**src/shared/crtac_pkg.sv**
```systemverilog
// Constants shared by the attribute and cursor logic of the CRT controller.
// Assumes a single character clock and a 32-bit classic Wishbone bus.
`default_nettype none
package crtac_pkg;

   // ****************************************************************
   // Register map and field layout
   // ****************************************************************
   localparam logic [7:0] OFF_CTRL   = 8'h00;
   localparam logic [7:0] OFF_FILL   = 8'h04;
   localparam logic [7:0] OFF_CURSOR = 8'h08;
   localparam logic [7:0] OFF_STATUS = 8'h0C;
   localparam int CTL_SHOW_HIDDEN = 0;
   localparam int CTL_NARROW      = 1;
   localparam int CTL_FILL_ATTR   = 2;
   localparam int CTL_ABS_EN      = 3;
   localparam int CTL_ABS_SHAPE   = 4;
   localparam int CTL_ATT_SHAPE   = 6;
   localparam int CTL_SKEW        = 8;
   localparam int CTL_HBLANK      = 16;
   localparam int CUR_X_POS       = 0;
   localparam int CUR_Y_POS       = 16;
   localparam logic [31:0] CTRL_RST   = 32'h0020_0000;
   localparam logic [31:0] FILL_RST   = 32'h0000_0020;
   localparam logic [31:0] CURSOR_RST = 32'h0000_0000;

   // ****************************************************************
   // Attribute word and row buffer
   // ****************************************************************
   localparam int ATTR_LATCH  = 15;
   localparam int ATTR_CURSOR = 14;
   localparam int ATTR_IGNORE = 13;
   localparam int AP_REVERSE  = 5;
   localparam int AP_UNDERLN  = 1;
   localparam logic [15:0] ATTR_RST  = 16'h0000;
   localparam logic [9:0]  ROWA_RST  = 10'h000;
   localparam logic [7:0]  CAP_WIDE  = 8'h84;
   localparam logic [7:0]  CAP_NARROW = 8'h60;

   // ****************************************************************
   // Row attribute timing in character clocks
   // ****************************************************************
   localparam logic [8:0] ROW_ON_CLKS  = 9'h007;
   localparam logic [8:0] ROW_OFF_LEAD = 9'h001;

   // ****************************************************************
   // Types
   // ****************************************************************
   typedef enum logic [1:0] {
      SHP_WHOLE = 2'h0,
      SHP_PART  = 2'h1,
      SHP_REV   = 2'h2,
      SHP_UNDER = 2'h3
   } crtac_shape_t;

   typedef enum logic [1:0] {
      ST_LOAD = 2'h0,
      ST_FILL = 2'h1,
      ST_DONE = 2'h3
   } crtac_state_t;

endpackage : crtac_pkg
`default_nettype wire

```
**src/rtl/crtac_cursor_shape.sv**
```systemverilog
// Cursor shape decoder: turns one cursor hit into pin contributions.
// Assumes hit, scan line and limits are sampled in the same clock.
`timescale 1ns/1ps
`default_nettype none
module crtac_cursor_shape (
   input  wire logic [1:0] shape,
   input  wire logic       hit,
   input  wire logic [4:0] scan_line,
   input  wire logic [4:0] start_line,
   input  wire logic [4:0] end_line,
   output logic            cur,
   output logic            rev,
   output logic            ul
);
   logic in_band;

   // Band check and steering of the hit to one of three pins.
   always_comb begin
      in_band = (scan_line >= start_line) && (scan_line <= end_line);
      cur     = 1'b0;
      rev     = 1'b0;
      ul      = 1'b0;
      case (shape)
         crtac_pkg::SHP_WHOLE: cur = hit;
         crtac_pkg::SHP_PART:  cur = hit & in_band;
         crtac_pkg::SHP_REV:   rev = hit & in_band;
         crtac_pkg::SHP_UNDER: ul  = hit & in_band;
         default:              cur = 1'b0;
      endcase
   end
endmodule : crtac_cursor_shape
`default_nettype wire

```
**src/rtl/crtac_top.sv**
```systemverilog
// Attribute, row attribute, cursor and fill logic of a CRT controller.
// Assumes the character clock is clk_sys and all inputs are synchronous.
// Function
// - Attribute-less characters take the default attribute.
// - Latched attribute reloads the default attribute.
// - Latched attribute persists across rows and regions.
// - Ignored character and attribute are not loaded.
// - Latched ignore skips until latched non-ignore.
// - Row attribute on pins 0-4, 6-10.
// - Row attribute register updates per redefinition block.
// - Row attribute: seven clocks in, one early out.
// - Absolute cursor fetched at vertical retrace.
// - Scrolling cursor moves only at relink.
// - Absolute cursor hit steered by mask bits.
// - Cursor enable clear suppresses absolute cursor.
// - Attribute cursor on cursor-bit characters, own mask.
// - Both cursors share start and end lines.
// - Four shapes: whole, part, reverse, underline.
// - Unused row buffer filled with fill code.
// - Fill invokes no attribute when disabled.
// - One fill attribute word when enabled.
// - Fill characters ignore the ignore bit.
// - Bits 15 latch, 14 cursor, 13 ignore.
// - Show hidden loads ignored characters anyway.
//
// Decided for this implementation: the register addresses and the Wishbone register port.
`timescale 1ns/1ps
`default_nettype none
module crtac_top (
   input  wire logic        clk_sys,
   input  wire logic        rstn,
   input  wire logic        wb_cyc_i,
   input  wire logic        wb_stb_i,
   input  wire logic        wb_we_i,
   input  wire logic [7:0]  wb_adr_i,
   input  wire logic [3:0]  wb_sel_i,
   input  wire logic [31:0] wb_dat_i,
   output logic      [31:0] wb_dat_o,
   output logic             wb_ack_o,
   input  wire logic        row_start,
   input  wire logic        ld_valid,
   input  wire logic [7:0]  ld_char,
   input  wire logic        ld_has_attr,
   input  wire logic [15:0] ld_attr,
   output logic             ld_ready,
   input  wire logic        seg_last,
   input  wire logic [15:0] fill_attr,
   output logic             buf_we,
   output logic      [7:0]  buf_addr,
   output logic      [7:0]  buf_char,
   output logic      [15:0] buf_attr,
   input  wire logic        rrb_valid,
   input  wire logic [9:0]  rrb_row_attr,
   input  wire logic [4:0]  rrb_cursor_start_line_start,
   input  wire logic [4:0]  rrb_cursor_start_line_end,
   input  wire logic        blank,
   input  wire logic        vretrace,
   input  wire logic        scroll_active,
   input  wire logic        relink,
   input  wire logic        disp_valid,
   input  wire logic [15:0] disp_attr,
   input  wire logic [7:0]  disp_col,
   input  wire logic [6:0]  disp_row,
   input  wire logic [4:0]  scan_line,
   output logic      [10:0] attr_port_pin,
   output logic             cursor_pin
);
   // ****************************************************************
   // Declarations
   // ****************************************************************
   logic                   rst_s1_reg;
   logic                   rst_n;
   logic [31:0]            ctrl_reg;
   logic [31:0]            fill_reg;
   logic [31:0]            cursor_reg;
   logic [15:0]            default_reg;
   logic                   ignore_reg;
   logic [9:0]             row_attr_reg;
   logic [4:0]             cursor_start_line_start_reg;
   logic [4:0]             cursor_start_line_end_reg;
   logic [7:0]             cur_x_reg;
   logic [6:0]             cur_y_reg;
   logic                   vret_d_reg;
   logic                   blank_d_reg;
   logic [7:0]             hb_cnt_reg;
   logic                   row_on_reg;
   logic                   row_on_next;
   crtac_pkg::crtac_state_t state_reg;
   crtac_pkg::crtac_state_t state_next;
   logic [7:0]             ptr_reg;
   logic                   fill_first_reg;
   logic [7:0]             cap;
   logic                   take;
   logic                   skip;
   logic [15:0]            fill_word;
   logic                   show_hidden;
   logic                   skew;
   logic                   abs_hit;
   logic                   att_hit;
   logic                   a_cur, a_rev, a_ul;
   logic                   t_cur, t_rev, t_ul;
   logic [10:0]            ap_now;
   logic [10:0]            ap_d1_reg;
   logic                   wb_req;
   logic [31:0]            rd_data;
   logic [8:0]             hb_nxt;

   // Byte-lane merge for register writes.
   function automatic logic [31:0] wmerge(input logic [31:0] old_v,
                                          input logic [31:0] new_v,
                                          input logic [3:0]  sel);
      logic [31:0] res;
      res = old_v;
      for (int i = 0; i < 4; i++) begin
         if (sel[i]) begin
            res[i*8 +: 8] = new_v[i*8 +: 8];
         end
      end
      return res;
   endfunction : wmerge

   // ****************************************************************
   // Reset release
   // ****************************************************************
   // Two-stage release so every flop leaves reset on the same edge.
   always_ff @(posedge clk_sys or negedge rstn) begin
      if (!rstn) begin
         rst_s1_reg <= 1'b0;
         rst_n      <= 1'b0;
      end else begin
         rst_s1_reg <= 1'b1;
         rst_n      <= rst_s1_reg;
      end
   end

   // ****************************************************************
   // Wishbone slave
   // ****************************************************************
   assign wb_req      = wb_cyc_i & wb_stb_i;
   assign show_hidden = ctrl_reg[crtac_pkg::CTL_SHOW_HIDDEN];
   assign skew        = ctrl_reg[crtac_pkg::CTL_SKEW];

   // Read mux; unmapped offsets read as zero.
   always_comb begin
      case (wb_adr_i)
         crtac_pkg::OFF_CTRL:   rd_data = ctrl_reg;
         crtac_pkg::OFF_FILL:   rd_data = fill_reg;
         crtac_pkg::OFF_CURSOR: rd_data = cursor_reg;
         crtac_pkg::OFF_STATUS:
            rd_data = {4'h0, row_attr_reg, 1'b0, ignore_reg, default_reg};
         default:               rd_data = 32'h0000_0000;
      endcase
   end

   // Ack one cycle after the request; it drops in the following cycle.
   always_ff @(posedge clk_sys or negedge rst_n) begin
      if (!rst_n) begin
         wb_ack_o <= 1'b0;
         wb_dat_o <= 32'h0000_0000;
      end else begin
         wb_ack_o <= wb_req & ~wb_ack_o;
         wb_dat_o <= rd_data;
      end
   end

   // Writes take effect on the edge where the master sees ack.
   always_ff @(posedge clk_sys or negedge rst_n) begin
      if (!rst_n) begin
         ctrl_reg   <= crtac_pkg::CTRL_RST;
         fill_reg   <= crtac_pkg::FILL_RST;
         cursor_reg <= crtac_pkg::CURSOR_RST;
      end else if (wb_req && wb_we_i && wb_ack_o) begin
         case (wb_adr_i)
            crtac_pkg::OFF_CTRL:
               ctrl_reg <= wmerge(ctrl_reg, wb_dat_i, wb_sel_i);
            crtac_pkg::OFF_FILL:
               fill_reg <= wmerge(fill_reg, wb_dat_i, wb_sel_i);
            crtac_pkg::OFF_CURSOR:
               cursor_reg <= wmerge(cursor_reg, wb_dat_i, wb_sel_i);
            default: ;
         endcase
      end
   end

   // ****************************************************************
   // Row buffer loading and fill
   // ****************************************************************
   assign cap  = ctrl_reg[crtac_pkg::CTL_NARROW] ? crtac_pkg::CAP_NARROW
                                                 : crtac_pkg::CAP_WIDE;
   assign take = ld_valid & ld_ready;

   // A character is dropped while ignore is in force and not shown.
   always_comb begin
      if (ld_has_attr) begin
         skip = ~show_hidden & (ld_attr[crtac_pkg::ATTR_IGNORE] |
                (ignore_reg & ~ld_attr[crtac_pkg::ATTR_LATCH]));
      end else begin
         skip = ~show_hidden & ignore_reg;
      end
   end

   // Fill word: one fetched attribute, ignore bit discarded.
   always_comb begin
      fill_word = fill_attr;
      fill_word[crtac_pkg::ATTR_IGNORE] = 1'b0;
   end

   // Load, fill and done sequencing per row.
   always_comb begin
      state_next = state_reg;
      case (state_reg)
         crtac_pkg::ST_LOAD: begin
            if (seg_last) begin
               state_next = (ptr_reg < cap) ? crtac_pkg::ST_FILL
                                            : crtac_pkg::ST_DONE;
            end
         end
         crtac_pkg::ST_FILL: begin
            if (ptr_reg >= cap - 8'h01) begin
               state_next = crtac_pkg::ST_DONE;
            end
         end
         crtac_pkg::ST_DONE: state_next = crtac_pkg::ST_DONE;
         default:            state_next = crtac_pkg::ST_DONE;
      endcase
      if (row_start) begin
         state_next = crtac_pkg::ST_LOAD;
      end
   end

   // State, pointer and buffer write port.
   always_ff @(posedge clk_sys or negedge rst_n) begin
      if (!rst_n) begin
         state_reg      <= crtac_pkg::ST_DONE;
         ptr_reg        <= 8'h00;
         fill_first_reg <= 1'b0;
         ld_ready       <= 1'b0;
         buf_we         <= 1'b0;
         buf_addr       <= 8'h00;
         buf_char       <= 8'h00;
         buf_attr       <= 16'h0000;
      end else begin
         state_reg <= state_next;
         ld_ready  <= (state_next == crtac_pkg::ST_LOAD);
         buf_we    <= 1'b0;
         if (row_start) begin
            ptr_reg <= 8'h00;
         end else if (state_reg == crtac_pkg::ST_LOAD) begin
            fill_first_reg <= 1'b1;
            if (take && !skip && ptr_reg < cap) begin
               buf_we   <= 1'b1;
               buf_addr <= ptr_reg;
               buf_char <= ld_char;
               buf_attr <= ld_has_attr ? ld_attr : default_reg;
               ptr_reg  <= ptr_reg + 8'h01;
            end
         end else if (state_reg == crtac_pkg::ST_FILL) begin
            fill_first_reg <= 1'b0;
            buf_we   <= 1'b1;
            buf_addr <= ptr_reg;
            buf_char <= fill_reg[7:0];
            ptr_reg  <= ptr_reg + 8'h01;
            if (ctrl_reg[crtac_pkg::CTL_FILL_ATTR] && fill_first_reg) begin
               buf_attr <= fill_word;
            end else begin
               buf_attr <= default_reg;
            end
         end
      end
   end

   // Default attribute and latched ignore; kept across rows and regions.
   always_ff @(posedge clk_sys or negedge rst_n) begin
      if (!rst_n) begin
         default_reg <= crtac_pkg::ATTR_RST;
         ignore_reg  <= 1'b0;
      end else if (state_reg == crtac_pkg::ST_LOAD && take && ld_has_attr
                   && ld_attr[crtac_pkg::ATTR_LATCH]) begin
         default_reg <= ld_attr;
         ignore_reg  <= ld_attr[crtac_pkg::ATTR_IGNORE];
      end else if (state_reg == crtac_pkg::ST_FILL && fill_first_reg &&
                   ctrl_reg[crtac_pkg::CTL_FILL_ATTR] &&
                   fill_attr[crtac_pkg::ATTR_LATCH]) begin
         default_reg <= fill_word;
      end
   end

   // ****************************************************************
   // Row attribute
   // ****************************************************************
   // Capture of row attribute and cursor limits from each block.
   always_ff @(posedge clk_sys or negedge rst_n) begin
      if (!rst_n) begin
         row_attr_reg   <= crtac_pkg::ROWA_RST;
         cursor_start_line_start_reg <= 5'h00;
         cursor_start_line_end_reg   <= 5'h00;
      end else if (rrb_valid) begin
         row_attr_reg   <= rrb_row_attr;
         cursor_start_line_start_reg <= rrb_cursor_start_line_start;
         cursor_start_line_end_reg   <= rrb_cursor_start_line_end;
      end
   end

   // Window inside blanking, shifted by the programmed skew.
   always_comb begin
      hb_nxt = {1'b0, hb_cnt_reg} + 9'h001;
      row_on_next = blank &&
         (hb_nxt >= crtac_pkg::ROW_ON_CLKS + {8'h00, skew}) &&
         (hb_nxt < {1'b0, ctrl_reg[crtac_pkg::CTL_HBLANK +: 8]} -
                   crtac_pkg::ROW_OFF_LEAD + {8'h00, skew});
   end

   // Blanking cycle counter and row attribute window flag.
   always_ff @(posedge clk_sys or negedge rst_n) begin
      if (!rst_n) begin
         blank_d_reg <= 1'b0;
         hb_cnt_reg  <= 8'h00;
         row_on_reg  <= 1'b0;
      end else begin
         blank_d_reg <= blank;
         row_on_reg  <= row_on_next;
         if (blank && !blank_d_reg) begin
            hb_cnt_reg <= 8'h01;
         end else if (blank && hb_cnt_reg != 8'hFF) begin
            hb_cnt_reg <= hb_cnt_reg + 8'h01;
         end else if (!blank) begin
            hb_cnt_reg <= 8'h00;
         end
      end
   end

   // ****************************************************************
   // Cursors
   // ****************************************************************
   // Active position: fetched at retrace when not scrolling, and at every relink.
   always_ff @(posedge clk_sys or negedge rst_n) begin
      if (!rst_n) begin
         vret_d_reg <= 1'b0;
         cur_x_reg  <= 8'h00;
         cur_y_reg  <= 7'h00;
      end else begin
         vret_d_reg <= vretrace;
         if ((vretrace && !vret_d_reg && !scroll_active) || relink) begin
            cur_x_reg <= cursor_reg[crtac_pkg::CUR_X_POS +: 8];
            cur_y_reg <= cursor_reg[crtac_pkg::CUR_Y_POS +: 7];
         end
      end
   end

   // Beam matches for both cursor kinds.
   assign abs_hit = disp_valid & ctrl_reg[crtac_pkg::CTL_ABS_EN] &
                    (disp_col == cur_x_reg) &
                    (disp_row == cur_y_reg);
   assign att_hit = disp_valid & disp_attr[crtac_pkg::ATTR_CURSOR];

   crtac_cursor_shape u_abs_shape (
      .shape      (ctrl_reg[crtac_pkg::CTL_ABS_SHAPE +: 2]),
      .hit        (abs_hit),
      .scan_line  (scan_line),
      .start_line (cursor_start_line_start_reg),
      .end_line   (cursor_start_line_end_reg),
      .cur        (a_cur),
      .rev        (a_rev),
      .ul         (a_ul)
   );

   crtac_cursor_shape u_att_shape (
      .shape      (ctrl_reg[crtac_pkg::CTL_ATT_SHAPE +: 2]),
      .hit        (att_hit),
      .scan_line  (scan_line),
      .start_line (cursor_start_line_start_reg),
      .end_line   (cursor_start_line_end_reg),
      .cur        (t_cur),
      .rev        (t_rev),
      .ul         (t_ul)
   );

   // ****************************************************************
   // Attribute port
   // ****************************************************************
   // Character attribute with cursors merged into reverse and underline.
   always_comb begin
      ap_now = disp_valid ? disp_attr[10:0] : 11'h000;
      ap_now[crtac_pkg::AP_REVERSE] = ap_now[crtac_pkg::AP_REVERSE] ^
                                      (a_rev | t_rev);
      ap_now[crtac_pkg::AP_UNDERLN] = ap_now[crtac_pkg::AP_UNDERLN] |
                                      a_ul | t_ul;
   end

   // Output stage: row attribute in its blanking window, zero in the rest of blanking, else skewed character data.
   always_ff @(posedge clk_sys or negedge rst_n) begin
      if (!rst_n) begin
         ap_d1_reg     <= 11'h000;
         attr_port_pin <= 11'h000;
         cursor_pin    <= 1'b0;
      end else begin
         ap_d1_reg  <= ap_now;
         cursor_pin <= a_cur | t_cur;
         if (row_on_next) begin
            attr_port_pin <= {row_attr_reg[9:5], 1'b0,
                              row_attr_reg[4:0]};
         end else if (blank) begin
            attr_port_pin <= 11'h000;
         end else begin
            attr_port_pin <= skew ? ap_d1_reg : ap_now;
         end
      end
   end

   // ****************************************************************
   // Checks
   // ****************************************************************
   a_ignore_skip: assert property (@(posedge clk_sys) disable iff (!rst_n)
      state_reg == crtac_pkg::ST_LOAD && take && ld_has_attr &&
      ld_attr[crtac_pkg::ATTR_IGNORE] && !show_hidden |=> !buf_we)
      else $error("Ignored character was loaded.");
   a_default_use: assert property (@(posedge clk_sys) disable iff (!rst_n)
      state_reg == crtac_pkg::ST_LOAD && take && !ld_has_attr && !skip &&
      ptr_reg < cap |=> buf_we && buf_attr == $past(default_reg))
      else $error("Default attribute not applied.");
   a_latch_reload: assert property (@(posedge clk_sys) disable iff (!rst_n)
      state_reg == crtac_pkg::ST_LOAD && take && ld_has_attr &&
      ld_attr[crtac_pkg::ATTR_LATCH] |=> default_reg == $past(ld_attr))
      else $error("Latched attribute did not reload default.");
   a_ignore_hold: assert property (@(posedge clk_sys) disable iff (!rst_n)
      ignore_reg && !show_hidden && take && !ld_has_attr |=> !buf_we)
      else $error("Character loaded while ignore latched.");
   a_row_keep: assert property (@(posedge clk_sys) disable iff (!rst_n)
      !rrb_valid |=> $stable(row_attr_reg))
      else $error("Row attribute changed without a block.");
   a_row_rise: assert property (@(posedge clk_sys) disable iff (!rst_n)
      $rose(row_on_reg) |-> hb_cnt_reg == 8'h07 + {7'h00, skew})
      else $error("Row attribute started at wrong clock.");
   a_pin5_row: assert property (@(posedge clk_sys) disable iff (!rst_n)
      row_on_reg |-> !attr_port_pin[crtac_pkg::AP_REVERSE])
      else $error("Pin 5 driven by row attribute.");
   a_abs_off: assert property (@(posedge clk_sys) disable iff (!rst_n)
      !ctrl_reg[crtac_pkg::CTL_ABS_EN] && !att_hit |=> !cursor_pin)
      else $error("Absolute cursor shown while disabled.");
   a_fill_end: assert property (@(posedge clk_sys) disable iff (!rst_n)
      state_reg == crtac_pkg::ST_FILL && !row_start &&
      ptr_reg == cap - 8'h01 |=> state_reg == crtac_pkg::ST_DONE)
      else $error("Fill overran row buffer capacity.");
   a_fill_noattr: assert property (@(posedge clk_sys) disable iff (!rst_n)
      state_reg == crtac_pkg::ST_FILL && !row_start &&
      !ctrl_reg[crtac_pkg::CTL_FILL_ATTR] |=>
      buf_attr == $past(default_reg))
      else $error("Fill invoked an attribute while disabled.");

endmodule : crtac_top
`default_nettype wire

```
**config.mk**
```make
export PLATFORM = sky130hd
export DESIGN_NAME = crtac_top
export DESIGN_NICKNAME = d
export VERILOG_FILES = /design/src/shared/crtac_pkg.sv /design/src/rtl/crtac_cursor_shape.sv /design/src/rtl/crtac_top.sv
export SDC_FILE = /design/constraint.sdc
export NUM_CORES = 1
export LEC_CHECK = 0
export BUFFER_PORTS_ARGS = -buffer_cell sky130_fd_sc_hd__buf_2
export CAP_MARGIN = 10
export CORE_UTILIZATION = 32
export DETAILED_ROUTE_END_ITERATION = 10
export GPL_ROUTABILITY_DRIVEN = 0
export PLACE_DENSITY = 0.48
export SKIP_CTS_REPAIR_TIMING = 1
export SLEW_MARGIN = 20
export SYNTH_ARGS = -nofsm -noshare
export SYNTH_HDL_FRONTEND = slang
export SYNTH_SLANG_ARGS = --single-unit
```
**constraint.sdc**
```tcl
create_clock -name clk_sys -period 10.86 [get_ports clk_sys]
set_input_delay 1.629 -clock clk_sys [delete_from_list [all_inputs] [get_ports clk_sys]]
set_output_delay 1.629 -clock clk_sys [all_outputs]
set_load 0.01 [all_outputs]
```
==> flow_summary.rst <==
.. list-table::
   :header-rows: 1

   * - Metric
     - Value
   * - Power per cell area
     - around 160 mW/mm2
   * - Met2 wirelength from detailed routing
     - 15790 um
   * - Series of cell instances along the critical path
     - buf_2 > nor2_1 > nand3_2 > nor3_1 > nand3_1 > mux2_2
   * - Post-Synth Simple-Gate Area
     - 8.570%
   * - Antenna-violating nets left
     - 0
   * - Clock slew seen by the registers of the worst setup and hold paths
     - 0.06 ns
   * - Iter 0 DRT Violations
     - between 200 and 300
   * - Area occupied by registers
     - 0.006540 mm2
   * - Filler cells
     - about 3600
   * - Ratio of routed vias to standard cells
     - 4.954
   * - Starting density of the core
     - 32.66%
   * - Cell type with the largest total area after synthesis
     - dfrtp_1
   * - Die boundary height
     - 195.8 um
   * - Number of enable flip-flop cells after synthesis
     - 0
   * - Critical path class
     - in2reg
   * - Layout overhead on the synthesized area
     - 22.07%
   * - Uppermost layer routed
     - met5
   * - Clock buffers created by TritonCTS
     - 30
   * - Part of the Yosys area used for sequential elements
     - a little over half
   * - Status
     - finished clean
   * - Fraction of synthesized cell area taken by the top area cell type
     - ~54%
   * - Proportion of power drawn by combinational gates
     - 10.0%
   * - Synthesis warning total
     - 0
   * - Number of distinct library cells after synthesis
     - 55
   * - Crit path largest cell delay
     - about 0.78 ns
   * - First-pass detailed-route iteration total
     - 4
   * - Synth Area in Compound Gates
     - 8.497%
   * - Setup violators final
     - 0
   * - Number of storage elements in the synthesis netlist
     - 261
   * - Tot GR Track Use
     - 17.74%
   * - Number of antenna violations at the first check in global routing
     - 10
   * - HP Class
     - reg2reg
   * - Wire length of the first global-routing pass
     - 52290 um
   * - Total area of multi-input combinational cells
     - 0.005243 mm2
   * - Die footprint
     - 0.03833 mm2
   * - IR drop worst, VDD
     - 112.4 uV
   * - Count of input and output buffers
     - about 230
   * - Worst setup skew after layout
     - a little under 0.009 ns
   * - Share of synthesized cell area in full adder, half adder and majority cells
     - between 3 and 4%
   * - Mean cell area of the mapped netlist
     - 12.52 um2
   * - Latest clock arrival within the worst-skew pair
     - approximately 0.55 ns
   * - Number of placed instances, taps included
     - 1626
   * - Worst-case clock buffer depth
     - 3
   * - Share of final-layout standard cells stronger than drive strength 1
     - 38.53%
   * - Setup repair after global routing missed its margin
     - no
   * - Largest family of logic cells by synthesized area
     - multiplexers
   * - Total net switching power
     - 0.5850 mW
   * - Vias
     - 8348
   * - Asr flop ratio synth
     - 100.0%
   * - Residual DRC
     - 0
   * - Endpoint class of the critical path
     - register
   * - Fraction of power consumed by sequential logic
     - 46.5%
   * - Total nets after synthesis
     - 1148
   * - Cell area after synthesis
     - 0.01202 mm2
   * - # clock sinks
     - 261
   * - Fin crit share
     - 36.89%
   * - Max-slew violation count
     - 0
   * - Wirelength, routed
     - 33420 um
   * - Num rows
     - 70
   * - Slowest cell on the critical path
     - nor3_1
   * - Clock tree from TritonCTS
     - yes
   * - Biggest fanout along the worst timing path
     - 34
   * - CP required
     - 11.30 ns
   * - Slew of the pin with the lowest slew margin
     - 0.9336 ns
   * - Peak clock frequency supported by timing
     - between 200 and 250 MHz
   * - Number of maximum-capacitance violations
     - 0
   * - Clock network power share
     - 43.4%
   * - Multiplexer fraction of the synthesized cell area
     - 20.67%
   * - Worst slew margin
     - 37.69%
   * - DR WL/cell
     - 19.83 um
   * - Proportion of total power due to net switching
     - 25.29%
   * - Leak pwr
     - 7.328 nW
   * - Wire length the detailed router placed on met1
     - 14890 um
   * - CORE AREA
     - roughly 0.037 mm2
   * - Commonest register cell after synthesis
     - dfrtp_1
   * - Net count of the finished layout
     - 1378
   * - Chip Width
     - ~200 um
   * - Startpoint Class
     - primary input
   * - Clock root buffer master
     - clkbuf_16
   * - Number of global-route vias before repair
     - 8755
   * - Setup TNS
     - 0 ns
   * - Finished Layout Cells
     - 1685
   * - Largest cells by area after synthesis
     - dfrtp_1 (54%), mux2_2 (13%), mux4_2 (5.1%), ha_1 (3.4%), o21ai_0 (3.1%)
   * - Data arrival time of the critical path
     - 4.44 ns
   * - I/O pin count
     - 234
   * - Number of cells produced by synthesis
     - 960
   * - Number of buffers and inverters on the critical path
     - 1
   * - XOR/XNOR share of the synthesized area
     - 2.187%
   * - Kind of cell with the highest combined delay on the critical path
     - simple AND/OR/NAND/NOR gates
   * - Internal power
     - 1.728 mW
   * - Largest net degree at the start of global routing
     - roughly 140
   * - CTS H-Tree Depth
     - 1
   * - Routed wire length on met3
     - 1808 um
   * - Total count of hold-check failures in the final report
     - 0
   * - Min cycle time layout
     - ~4 ns
   * - HPWL Detailed
     - roughly 23000 um
   * - Global route total overflow
     - 0
==> power groups by stage <==
stage | Sequential [mW] | Combinational (mW) | Clock, mW
after detailed placement | 1.09 | 0.236 | 0
final | 1.08 | 0.232 | 1.00
after CTS | 1.08 | 0.237 | 1.03
after floorplan | 1.10 | 0.114 | 0
after global placement | 1.10 | 0.233 | 0
after global routing | 1.09 | 0.260 | 1.07
==> worst paths after layout <==
path / end / start / slack, ns / depth (start not counted)
worst min-delay path: rst_n / rst_s1_reg / 0.37 / 0
min in group asynchronous: default_reg[9] / rst_n / 0.40 / 0
worst max register to register: attr_port_pin[8] / ctrl_reg[8] / 7.43 / 11
max in group asynchronous: wb_dat_o[22] / rst_n / 9.14 / 1
worst min register to register: rst_n / rst_s1_reg / 0.37 / 0
worst max-delay path: ctrl_reg[4] / wb_adr_i[7] / 6.85 / 6
==> Yosys cell counts (all sizes together) (2+ instances only) <==
master  count
inv        25
xor2       22
nor4        6
mux4       27
clkbuf     32
a21oi      24
o21ai      74
a32o        9
a21o        2
nand2      51
a22o        2
o21ba       3
o211ai      3
o31ai      16
buf         7
mux2      138
xnor2       8
dfstp       4
nand4       6
nand3      15
and2        9
ha         33
or2         5
nor3        2
o22ai      17
nor2       65
nor2b      31
dfrtp     257
or3         6
nand2b      5
o21a        2
or3b        2
a211oi      4
and3        3
nand3b      2
mux2i      31
==> cells in the final DEF, fill, tap and decap left out, types with 3 or more instances in the layout <==
cell,synthesis,layout
nand2b_1,5,5
mux2i_1,31,31
and3_1,3,3
a211oi_1,4,3
and2_1,9,9
dfstp_2,4,4
nor2_1,60,59
clkbuf_16,0,31
buf_4,0,8
nor2b_1,31,31
o22ai_1,17,17
mux4_2,27,27
inv_1,25,25
nor2_2,4,4
buf_2,2,228
mux2_2,135,135
ha_1,33,33
nand4_1,6,6
o211ai_1,3,3
xnor2_1,8,8
dfrtp_1,257,256
a32o_1,9,9
o21ai_0,74,74
mux2_4,3,3
nor4_1,6,6
nand2_1,51,51
or3_1,6,6
nand3_1,15,14
clkbuf_8,0,8
a21oi_1,24,23
o31ai_1,16,16
or2_2,4,4
xor2_1,22,22
clkbuf_1,32,12
o21ba_2,3,3
diode_2,0,5
==> per-layer routing <==
| metal | GRT usage (%) | up-vias |
|---|---|---|
| met2 | 29.09 | 200 |
| met4 | 5.498 | 8 |
| li1 | - | 3934 |
| met3 | 4.040 | 56 |
| met5 | 0 | - |
| met1 | 23.32 | 4150 |
==> cell type report <==
type / count / share of cell area [%]
Multi-Input combinational cell: 635 / 35.74
Clock inverter: 3 / 0.2730
Clock buffer: 51 / 6.347
Tap cell: 468 / 3.992
Antenna cell: 5 / 0.08531
Inverter: 25 / 0.6398
Timing Repair Buffer: 237 / 8.326
Sequential cell: 261 / 44.59
==> per-stage QoR <==
| stage | hold WS [ns] | cell area (um2) | power (mW) | utilization, % | worst slack, ns |
|---|---|---|---|---|---|
| global route | 0.3762 | 14660 | 2.414 | 39.85 | 6.553 |
| detailed placement | 0.3503 | 13670 | 1.331 | 37.16 | 6.080 |
| finish | 0.3650 | 14670 | 2.313 | 39.87 | 6.854 |
| global placement | 0.3345 | 13670 | 1.328 | 37.16 | 6.134 |
| floorplan | 0.3312 | 12020 | 1.210 | - | 3.055 |
| CTS | 0.3640 | 14640 | 2.349 | 39.80 | 6.661 |
==> worst reg2reg max path: cells and delay by family, from the launching register on <==
family,cells,cell delay (ns)
compound gates,5,1.29
buf+inv,1,0.55
flops,1,0.50
xor+xnor,1,0.16
simple gates,1,0.09
fa+ha+maj,3,0.78
==> kinds of logic after synthesis <==
kind of cell / count (synthesis)
compound gates: 165
xor+xnor: 30
fa+ha+maj: 33
buf+inv: 64
flops: 261
mux: 196
other cells: 1
simple gates: 210
Note: power is estimated with default switching activity, not from simulation.
